### src/hw/tcs_pkg.sv
// Constants for the tandem connection source
package tcs_pkg;
	localparam int unsigned TCS_FRAME_BYTES = 2349;
	localparam logic [11:0] TCS_B3_IDX = 12'h105;
	localparam logic [11:0] TCS_N1_IDX = 12'h828;
	localparam logic [11:0] TCS_CNT_MAX = 12'hfff;
	localparam logic [6:0] TCS_MF_FIRST = 7'h01;
	localparam logic [6:0] TCS_MF_LAST = 7'h4c;
	localparam logic [6:0] TCS_MF_ALIGN_END = 7'h08;
	localparam logic [6:0] TCS_MF_TRACE_END = 7'h48;
	localparam logic [6:0] TCS_MF_RDI = 7'h49;
	localparam logic [6:0] TCS_MF_ODI = 7'h4a;
	localparam logic [15:0] TCS_ALIGN_PATTERN = 16'hfffe;
	localparam logic [3:0] TCS_IEC_ZERO = 4'h9;
	localparam logic [3:0] TCS_IEC_FAIL = 4'he;
	localparam int unsigned TCS_TRACE_BITS = 128;
	localparam int unsigned TCS_FIFO_WIDTH = 9;
	localparam int unsigned TCS_FIFO_DEPTH = 8;
	localparam int unsigned TCS_CLK_MHZ = 50;
	localparam int unsigned TCS_OUT_HALF_NS = 60;
	localparam logic [2:0] TCS_OUT_HALF_CYC = 3'(TCS_OUT_HALF_NS * TCS_CLK_MHZ / 1000);
	typedef enum logic [1:0] {
		TCS_OUT_IDLE = 2'b00,
		TCS_OUT_LOW = 2'b01,
		TCS_OUT_HIGH = 2'b10
	} tcs_out_e;
endpackage : tcs_pkg

### src/hw/tcs_source.sv
// Tandem connection trail termination source with output FIFO
`timescale 1ns/10ps
`default_nettype none

module tcs_fifo #(
	parameter int unsigned WIDTH = 9,
	parameter int unsigned DEPTH = 8
) (
	input wire logic clk_sys,
	input wire logic arst_n,
	input wire logic in_valid,
	output logic in_ready,
	input wire logic [WIDTH-1:0] in_data,
	output logic out_valid,
	input wire logic out_ready,
	output logic [WIDTH-1:0] out_data
);
	localparam int unsigned AW = $clog2(DEPTH);
	logic [WIDTH-1:0] mem_reg [DEPTH];
	logic [AW-1:0] wr_reg;
	logic [AW-1:0] rd_reg;
	logic [AW:0] cnt_reg;
	wire push = in_valid & in_ready;
	wire pop = out_valid & out_ready;
	assign in_ready = (cnt_reg != (AW+1)'(DEPTH));
	assign out_valid = (cnt_reg != '0);
	assign out_data = mem_reg[rd_reg];
	always_ff @(posedge clk_sys) begin
		if (push) begin
			mem_reg[wr_reg] <= in_data;
		end
	end
	always_ff @(posedge clk_sys or negedge arst_n) begin
		if (!arst_n) begin
			wr_reg <= '0;
			rd_reg <= '0;
			cnt_reg <= '0;
		end else begin
			if (push) wr_reg <= (wr_reg == AW'(DEPTH - 1)) ? '0 : wr_reg + 1'b1;
			if (pop) rd_reg <= (rd_reg == AW'(DEPTH - 1)) ? '0 : rd_reg + 1'b1;
			cnt_reg <= cnt_reg + (AW+1)'(push) - (AW+1)'(pop);
		end
	end
endmodule : tcs_fifo

// Functional notes
// - Send remote defect in frame 73 bit 8
// - Stop remote defect within one multiframe
// - Bits 7-8 form 76-frame multiframe
// - Remote error value into bit 5
// - Send outgoing defect in frame 74 bit 7
// - Stop outgoing defect at first chance
// - Outgoing error value into bit 6
// - Frames 1-8 carry alignment pattern
// - Frames 9-72 carry management trace identifier
// - Reserved bits in frames 73-76 zero
// - Count parity violations against previous frame
// - Violation count 1-8 as binary code
// - Zero violations coded as 1001
// - Signal fail writes code 1110
// - Compensate B3 for rewritten N1
module tcs_source import tcs_pkg::*; (
	input wire logic clk_sys,
	input wire logic arst_n,
	input wire logic [7:0] adapted_data_in,
	input wire logic adapted_clock_in,
	input wire logic adapted_frame_start_in,
	input wire logic incoming_signal_fail,
	input wire logic remote_defect_request,
	input wire logic remote_error_value,
	input wire logic outgoing_defect_request,
	input wire logic outgoing_error_value,
	input wire logic [TCS_TRACE_BITS-1:0] transmit_trace_identifier,
	output logic [7:0] path_data_out,
	output logic path_clock_out,
	output logic path_frame_start_out
);
	function automatic logic [3:0] tcs_popcount(input logic [7:0] v);
		logic [3:0] n;
		n = 4'h0;
		for (int i = 0; i < 8; i++) begin
			n = n + 4'(v[i]);
		end
		return n;
	endfunction : tcs_popcount

	function automatic logic [1:0] tcs_mf_bits(input logic [6:0] mf,
		input logic [TCS_TRACE_BITS-1:0] tti, input logic rdi, input logic odi);
		logic [7:0] k;
		k = 8'h00;
		if (mf <= TCS_MF_ALIGN_END) begin
			k = 8'({mf - 7'h01, 1'b0});
			return {TCS_ALIGN_PATTERN[4'hf - k[3:0]], TCS_ALIGN_PATTERN[4'he - k[3:0]]};
		end else if (mf <= TCS_MF_TRACE_END) begin
			k = 8'({mf - (TCS_MF_ALIGN_END + 7'h01), 1'b0});
			return {tti[7'h7f - k[6:0]], tti[7'h7e - k[6:0]]};
		end else if (mf == TCS_MF_RDI) begin
			return {1'b0, rdi};
		end else if (mf == TCS_MF_ODI) begin
			return {odi, 1'b0};
		end else begin
			return 2'b00;
		end
	endfunction : tcs_mf_bits

	// Pin synchronisers, two stages each
	logic [10:0] sync1_reg;
	logic [10:0] sync2_reg;
	logic [3:0] ctl1_reg;
	logic [3:0] ctl2_reg;
	logic ck_last_reg;
	always_ff @(posedge clk_sys or negedge arst_n) begin
		if (!arst_n) begin
			sync1_reg <= '0;
			sync2_reg <= '0;
			ctl1_reg <= '0;
			ctl2_reg <= '0;
			ck_last_reg <= 1'b0;
		end else begin
			sync1_reg <= {adapted_clock_in, adapted_frame_start_in, incoming_signal_fail,
				adapted_data_in};
			sync2_reg <= sync1_reg;
			ctl1_reg <= {remote_defect_request, remote_error_value, outgoing_defect_request,
				outgoing_error_value};
			ctl2_reg <= ctl1_reg;
			ck_last_reg <= sync2_reg[10];
		end
	end
	wire [7:0] data_s = sync2_reg[7:0];
	wire sf_s = sync2_reg[8];
	wire fs_s = sync2_reg[9];
	wire rdi_s = ctl2_reg[3];
	wire rei_s = ctl2_reg[2];
	wire odi_s = ctl2_reg[1];
	wire oei_s = ctl2_reg[0];
	wire byte_ev = sync2_reg[10] & ~ck_last_reg;

	// Frame state and stage toward the FIFO
	logic [11:0] cnt_reg;
	logic [6:0] mf_reg;
	logic [7:0] bip_acc_reg;
	logic [7:0] bip_prev_reg;
	logic [3:0] viol_reg;
	logic rei_lat_reg;
	logic oei_lat_reg;
	logic [7:0] b3_in_reg;
	logic [7:0] b3_out_reg;
	logic [7:0] n1_in_reg;
	logic [7:0] n1_out_reg;
	logic stg_vld_reg;
	logic [8:0] stg_data_reg;
	logic fifo_in_ready;
	logic fifo_out_valid;
	logic [8:0] fifo_out_data;
	logic out_take;

	wire proc_go = byte_ev & (~stg_vld_reg | fifo_in_ready);
	wire [11:0] cnt_now = fs_s ? 12'h000 : cnt_reg;
	wire is_b3 = (cnt_now == TCS_B3_IDX);
	wire is_n1 = (cnt_now == TCS_N1_IDX);
	wire [7:0] bip_diff = bip_prev_reg ^ data_s;
	wire [3:0] viol_now = tcs_popcount(bip_diff);
	// binary count, zero coded, fail code
	wire [3:0] iec_code = sf_s ? TCS_IEC_FAIL : (viol_reg == 4'h0) ? TCS_IEC_ZERO : viol_reg;
	// alignment, trace, remote defect, outgoing defect, zeros
	wire [1:0] mf_bits = tcs_mf_bits(mf_reg, transmit_trace_identifier, rdi_s, odi_s);
	// remote error bit, outgoing error bit
	wire [7:0] n1_new = {iec_code, rei_lat_reg, oei_lat_reg, mf_bits};
	wire [7:0] b3_new = data_s ^ b3_in_reg ^ b3_out_reg ^ n1_in_reg ^ n1_out_reg;
	wire [7:0] byte_out = is_n1 ? n1_new : is_b3 ? b3_new : data_s;
	wire [6:0] mf_next = (mf_reg == TCS_MF_LAST) ? TCS_MF_FIRST : mf_reg + 7'h01;

	always_ff @(posedge clk_sys or negedge arst_n) begin
		if (!arst_n) begin
			cnt_reg <= '0;
			mf_reg <= TCS_MF_FIRST;
			bip_acc_reg <= '0;
			bip_prev_reg <= '0;
			viol_reg <= '0;
			rei_lat_reg <= 1'b0;
			oei_lat_reg <= 1'b0;
			b3_in_reg <= '0;
			b3_out_reg <= '0;
			n1_in_reg <= '0;
			n1_out_reg <= '0;
		end else if (proc_go) begin
			cnt_reg <= (cnt_now == TCS_CNT_MAX) ? cnt_now : cnt_now + 12'h001;
			bip_acc_reg <= fs_s ? data_s : bip_acc_reg ^ data_s;
			if (fs_s) begin
				bip_prev_reg <= bip_acc_reg;
				rei_lat_reg <= rei_s;
				oei_lat_reg <= oei_s;
			end
			if (is_b3) begin
				viol_reg <= viol_now;
				b3_in_reg <= data_s;
				b3_out_reg <= b3_new;
			end
			if (is_n1) begin
				n1_in_reg <= data_s;
				n1_out_reg <= n1_new;
				mf_reg <= mf_next;
			end
		end
	end

	always_ff @(posedge clk_sys or negedge arst_n) begin
		if (!arst_n) begin
			stg_vld_reg <= 1'b0;
			stg_data_reg <= '0;
		end else if (proc_go) begin
			stg_vld_reg <= 1'b1;
			stg_data_reg <= {fs_s, byte_out};
		end else if (fifo_in_ready) begin
			stg_vld_reg <= 1'b0;
		end
	end

	tcs_fifo #(
		.WIDTH(TCS_FIFO_WIDTH),
		.DEPTH(TCS_FIFO_DEPTH)
	) u_fifo (
		.clk_sys(clk_sys),
		.arst_n(arst_n),
		.in_valid(stg_vld_reg),
		.in_ready(fifo_in_ready),
		.in_data(stg_data_reg),
		.out_valid(fifo_out_valid),
		.out_ready(out_take),
		.out_data(fifo_out_data)
	);

	// Output clock generator, data changes with the falling edge
	tcs_out_e ost_reg;
	logic [2:0] half_reg;
	wire half_done = (half_reg == TCS_OUT_HALF_CYC - 3'h1);
	assign out_take = fifo_out_valid & ((ost_reg == TCS_OUT_IDLE) |
		((ost_reg == TCS_OUT_HIGH) & half_done));
	always_ff @(posedge clk_sys or negedge arst_n) begin
		if (!arst_n) begin
			ost_reg <= TCS_OUT_IDLE;
			half_reg <= '0;
			path_data_out <= '0;
			path_frame_start_out <= 1'b0;
			path_clock_out <= 1'b0;
		end else begin
			half_reg <= (out_take | half_done) ? 3'h0 : half_reg + 3'h1;
			if (out_take) begin
				ost_reg <= TCS_OUT_LOW;
				path_data_out <= fifo_out_data[7:0];
				path_frame_start_out <= fifo_out_data[8];
				path_clock_out <= 1'b0;
			end else begin
				case (ost_reg)
					TCS_OUT_LOW: begin
						if (half_done) begin
							ost_reg <= TCS_OUT_HIGH;
							path_clock_out <= 1'b1;
						end
					end
					TCS_OUT_HIGH: begin
						if (half_done) begin
							ost_reg <= TCS_OUT_IDLE;
						end
					end
					default: begin
						ost_reg <= TCS_OUT_IDLE;
					end
				endcase
			end
		end
	end
endmodule : tcs_source

`default_nettype wire
### config.mk
export PLATFORM = sky130hd
export DESIGN_NAME = tcs_source
export DESIGN_NICKNAME = d
export VERILOG_FILES = /design/src/hw/tcs_pkg.sv /design/src/hw/tcs_source.sv
export SDC_FILE = /design/constraint.sdc
export NUM_CORES = 1
export LEC_CHECK = 0
export BUFFER_PORTS_ARGS = -buffer_cell sky130_fd_sc_hd__buf_2
export CAP_MARGIN = 20
export CORE_MARGIN = 4
export CORE_UTILIZATION = 62
export DETAILED_ROUTE_END_ITERATION = 7
export PLACE_DENSITY = 0.86
export SETUP_SLACK_MARGIN = 0.02
export SKIP_LAST_GASP = 1
export SLEW_MARGIN = 5
export SYNTH_ARGS = -nofsm -noshare
export SYNTH_HDL_FRONTEND = slang
export SYNTH_SLANG_ARGS = --single-unit
### constraint.sdc
create_clock -name clk_sys -period 7.79 [get_ports clk_sys]
set_input_delay 0 -clock clk_sys [delete_from_list [all_inputs] [get_ports clk_sys]]
set_output_delay 0 -clock clk_sys [all_outputs]
set_load 0.01 [all_outputs]
**After elaboration in Yosys (flattened, before gate mapping)**

Memories as Yosys holds them, arrays and structs flattened. A register that Yosys moved wholly into a read port is not among the register bits.
Index checks and enable logic that the tools add are counted.

- Add/subtract/negate cells: 20
- $lt $le $gt $ge: 6
- Equal/unequal tests: 14
- Multiplexer cells: 32
- Bitwise gates (word level): 17
- Reduce and logical (&&, ||, !) cells: 12

Operators with widths:

| cell | number |
|---|---|
| bitwise XOR 8 bit | 6 |
| equality test 12 bit (second input constant) | 2 |
| 2-to-1 mux 12 bit | 2 |
| 2-to-1 mux 8 bit | 3 |
| equality test 7 bit (second input constant) | 3 |
| adder 4 x 1 -> 4 bit | 5 |
| less-than comparator 7 x 8 -> 1 bit (second input constant) | 2 |
| binary-select mux 1 bit (select 7 bit) | 2 |
| 2-to-1 mux 2 bit | 7 |
| subtractor 7 bit (first input constant) | 2 |
| adder 12 x 1 -> 12 bit (second input constant) | 1 |
| equality test 12 x 9 -> 1 bit (second input constant) | 1 |
| 2-to-1 mux 1 bit | 11 |
| less-than comparator 4 x 5 -> 1 bit (second input constant) | 2 |
| AND reduction 2 bit | 5 |
| adder 3 x 1 -> 3 bit (second input constant) | 3 |
| 2-to-1 mux 3 bit | 3 |
| 2-to-1 mux 4 bit | 2 |
| subtractor 4 bit (first input constant) | 2 |
| adder 7 x 1 -> 7 bit (second input constant) | 1 |
| <= comparator 7 x 4 -> 1 bit (second input constant) | 1 |
| <= comparator 7 bit (second input constant) | 1 |
| 2-to-1 mux 7 bit | 1 |
| AND 1 bit | 6 |
| 20 further kinds | 27 |

- Register bits after elaboration: 130
- Memory bits (writable): 72
- Bits in read-only memories: 32
- Output and inout port bits: 10
- Word-level logic and storage cells: 128
- Memories: 3

Memory list:

| name | words | bits a word | rd ports | clocked after Yosys merged registers in | write ports | RTL line | text |
|---|---|---|---|---|---|---|---|
| u_fifo.mem_reg | 8 | 9 | 1 | 1 | 1 | tcs_source.sv:19 | `logic [WIDTH-1:0] mem_reg [DEPTH];` |
| (name not given) | 16 | 1 | 1 | 0 | 0 | tcs_source.sv:93 | `return {TCS_ALIGN_PATTERN[4'hf - k[3:0]], TCS_ALIGN_PATTERN[4'he - k[3:0]]};` |
| (name not given) | 16 | 1 | 1 | 0 | 0 | tcs_source.sv:93 |  |

**Longest topological paths before layout**

- Depth in word-level cells: 8
- Gate-level depth with buffers: 13
- Mapped depth without buffers: 12

**By module**

Synthesis repeated with hierarchy kept, for this count alone.

- Cell total of the unflattened synthesis: 791
- Area, all modules: 10362.4 sq um

Modules (own cells, without submodules):

| module | instances | cells each | area each (sq um) | sequential area each (sq um) |
|---|---|---|---|---|
| tcs_source | 1 | 631 | 6977.9 | 3229.3 |
| tcs_fifo | 1 | 160 | 3384.5 | 2412.3 |

**Least setup slack after synthesis**

OpenSTA, ideal clock, no wires.

- Path kind: reg2reg
- Start point: register sync2_reg[0]
- End point: register viol_reg[1]
- Library setup time: 0.083 ns
- Arrival time: 3.092 ns
- Setup slack: 4.615 ns
- Stages on the path, launching flop included: 12
- Clock period less this slack: 3.175 ns
- Path through: dfrtp_1 > buf_2 > xor2_1 > fa_1 > inv_1 > fa_1 > fa_1 > inv_1 > ha_1 > inv_1 > fa_1 > o21ai_0

- Longest elaborated chain between the ends: 8

RTL lines:

| what | RTL line | text |
|---|---|---|
| start: declaration | tcs_source.sv:108 | `logic [10:0] sync2_reg;` |
| start signal: assignment | tcs_source.sv:122 | `sync2_reg <= sync1_reg;` |
| bitwise XOR 8 bit | tcs_source.sv:161 | `wire [7:0] bip_diff = bip_prev_reg ^ data_s;` |
| adder 1 x 1 -> 2 bit | tcs_source.sv:82 | `n = n + 4'(v[i]);` |
| adder 2 x 1 -> 3 bit | tcs_source.sv:82 |  |
| adder 3 x 1 -> 4 bit | tcs_source.sv:82 |  |
| adder 4 x 1 -> 4 bit (4 in series) | tcs_source.sv:82 |  |
| end signal: assignment | tcs_source.sv:195 | `viol_reg <= viol_now;` |
| end: declaration | tcs_source.sv:143 | `logic [3:0] viol_reg;` |

No other way between the ends.
A chain may end at the register's enable or synchronous reset.

**Worst setup path after layout**

- Start point: register mf_reg[0]
- End point: register stg_data_reg[0]

- Longest elaborated chain between the ends: 7

RTL lines:

| what | RTL line | text |
|---|---|---|
| start: declaration | tcs_source.sv:140 | `logic [6:0] mf_reg;` |
| start signal: assignment | tcs_source.sv:202 | `mf_reg <= mf_next;` |
| subtractor 6 x 4 -> 6 bit | tcs_source.sv:95 | `k = 8'({mf - (TCS_MF_ALIGN_END + 7'h01), 1'b0});` |
| subtractor 7 bit | tcs_source.sv:96 | `return {tti[7'h7f - k[6:0]], tti[7'h7e - k[6:0]]};` |
| binary-select mux 1 bit (select 7 bit) | tcs_source.sv:96 |  |
| 2-to-1 mux 1 bit (implied by the code) | tcs_source.sv:96 |  |
| 2-to-1 mux 2 bit | tcs_source.sv:94 | `end else if (mf <= TCS_MF_TRACE_END) begin` |
| 2-to-1 mux 2 bit (*) | tcs_source.sv:91 | `if (mf <= TCS_MF_ALIGN_END) begin` |
| 2-to-1 mux 8 bit (*) | tcs_source.sv:170 | `wire [7:0] byte_out = is_n1 ? n1_new : is_b3 ? b3_new : data_s;` |
| end signal: assignment | tcs_source.sv:213 | `stg_data_reg <= {fs_s, byte_out};` |
| end: declaration | tcs_source.sv:151 | `logic [8:0] stg_data_reg;` |

Mark *: on every way between the ends. The rest lies on a longest branch, timed or not. The select of a mux whose other input is x is not followed.

==> reports/qor.yml <==
drive_gt1_frac: 0.277
cts_made_buffers: 21
dieArea_um2: 18700
critical_path_class: "reg2reg"
area_delta_synth_final_pct: 16.9
slew-limit-headroom: 0.285
rsz0062_at_grt: "false"
cts_tree: "built"
dr_total_vias: 6973
synth_top_area_frac: 0.337
clock_latency_ps: 500
synthSimpleGateAreaFrac: 0.104
synth.most_common_cell: "dfrtp_1"
worstMarginPinSlew_ps: 1070
grt.total_usage: 0.242
drt.antenna.violating_nets: 0
antenna_found_initial: 0
post-cts-setup-buffer-count: 0
irDropWorstVdd_mv: 0.204
power.switching_uw: 967
dr.first_iter.drc_count: 493
synth_fa_ha_area_frac: 0.0378
fin_crit_ps: 3790
clock-sinks: 211
yosys_warnings: 0
core.rowCount: 46
yosys.area.top_type: "dfrtp_1"
synth_seq_area_share: 0.550
die_w_um: 137
synthesis.nets: 979
synth-compound-area-share: 0.0662
dp_hpwl_um: 15100
pwr-share-comb: 0.262
core_um2: 16100
hp-class: "in2async"
async_reset_ff_frac: 0.659
powerDensity_nw_per_um2: 272
synth_top_family_by_area: "multiplexers"
synthTopCellsByCount: "dfrtp_1, nand2_1, edfxtp_1, mux4_2, xnor2_1"
status: "complete, no violations"
grt_max_degree: 82
avgSynthCellArea_um2: 12.7
ys_top_cells_by_area: "dfrtp_1, edfxtp_1, mux4_2"
cap_violations: 0
port_buffers: 154
netlist_area_um2: 10300
hold_viol: 0
report.final.slew_viol_count: 0
routed_wl_um: 22100
largest_reg_flops: 72
grt-ovfl-total: 0
path_max_fanout: 40
synthFlopType: "dfrtp_1"
nets: 1139
synth.area.mux_share: 0.147
swShare: 0.297
die-height_um: 137
critPathArrivalTime_ps: 4130
worst_ep_required_time_ps: 8130
whs_ps: 40.1
clkTransAtPathRegs_ps: 60
end_kind: "flip-flop"
synth_cell_types: 64
reg2regPathDepth: 8
skew_ps: 12.6
syn_inst: 806
pwr-share-clk: 0.287
cts_root_buf: "clkbuf_16"
post-route-period-util: 0.487
ys_ff_latch: 211
fin_setup_tns_ps: 0
gp_congestion: 0.850
cp-start-kind: "flip-flop"
grt_pass1_vias: 7156
synth-edff-count: 72
drc: 0
diodes: 0
clock.fmax_mhz: 264
htreeDepth: 1
start_util: 0.639
grt_pass1_wl_um: 35700
p_leak_uw: 0.00514
internal_power_uw: 2290
via_per_inst: 5.83
io-pin-count: 155
cts.path.max_buffers: 3
pwr-share-seq: 0.450
wl_per_cell_um: 18.4
setup_viol: 0
drtPass1Iterations: 5
synthXorXnorAreaFrac: 0.0645
[power groups by stage]
stage	registers (µW)	clock network, µW	logic [µW]
finish	1470	936	854
global route	1490	999	976
CTS	1470	953	868
detailed placement	1490	0	839
global placement	1470	0	798
floorplan	1430	0	645
[per-layer routing]
layer,routed length (µm),track usage,part of all wire
met1,9120,0.333,0.41
met5,0,0,0
met4,421,0.0599,0.019
met3,1120,0.0408,0.051
met2,11400,0.407,0.52
[through the flow]
stage          total power, µW  cell area (µm²)  instances  setup slack (ps)   util
2_1_floorplan             2080            10300        806              4620      -
3_3_place_gp              2270            11200       1142              3760  0.696
3_5_place_dp              2330            11200       1143              4070  0.697
4_1_cts                   3290            12000       1197              4010  0.747
5_1_grt                   3460            12000       1197              3820  0.747
6_report                  3260            12000       1197              4000  0.747
[kinds of logic after synthesis]
| logic type | count (synthesis) |
|---|---|
| XOR/XNOR | 74 |
| flip-flops | 211 |
| multiplexers | 85 |
| AO/OA/AOI/OAI | 103 |
| buffers and inverters | 67 |
| AND/OR/NAND/NOR | 238 |
| adder cells (fa/ha/maj) | 28 |
[cells in the final DEF (no fill, tap or decap), drive strengths merged, types with 7 or more instances in the layout]
master       count
a21oi           23
a22o             7
buf            164
clkbuf          32
dfrtp          138
dlygate4sd3     16
edfxtp          72
ha              23
inv             24
mux2            15
mux2i           19
mux4            51
nand2          137
nand2b           7
nand3           22
nor2            26
nor3            14
o21ai           41
xnor2           42
xor2            31
[worst max-delay path: stages, from the launching register on]
cell and delay, ps:
dfstp_2 520, buf_4 530, inv_1 190, ha_1 300, xor2_1 810, mux4_2 620
mux2_2 280, a32oi_1 210, o221ai_1 160
[repair_timing]
action,4_1_cts,5_1_grt
hold endpoints to repair,73,0
resized for setup,0,0
hold buffers,16,0
setup endpoints to repair,0,0
[final timing paths]
kind	slack [ps]	to	startpoint
worst max-delay path	4000	stg_data_reg[0]$_DFFE_PN0P_	mf_reg[0]$_DFFE_PN1P_
worst min-delay path	40	ost_reg[1]$_DFFE_PN0P_	arst_n
worst max register to register	4000	stg_data_reg[0]$_DFFE_PN0P_	mf_reg[0]$_DFFE_PN1P_
worst min register to register	340	sync2_reg[10]$_DFF_PN0_	sync1_reg[10]$_DFF_PN0_
max in group asynchronous	6350	n1_out_reg[3]$_DFFE_PN0P_	arst_n
min in group clk_sys	150	sync1_reg[8]$_DFF_PN0_	incoming_signal_fail
[cell type report]
class                           instances  area (µm²)
Clock buffer                           32         607
Clock inverter                          6        31.3
Fill cell                            1037        4060
Inverter                               24        90.1
Multi-Input combinational cell        528        4320
Sequential cell                       211        5640
Tap cell                              216         270
Timing Repair Buffer                  180        1030
No activity file was read; power rests on OpenSTA's default activity.
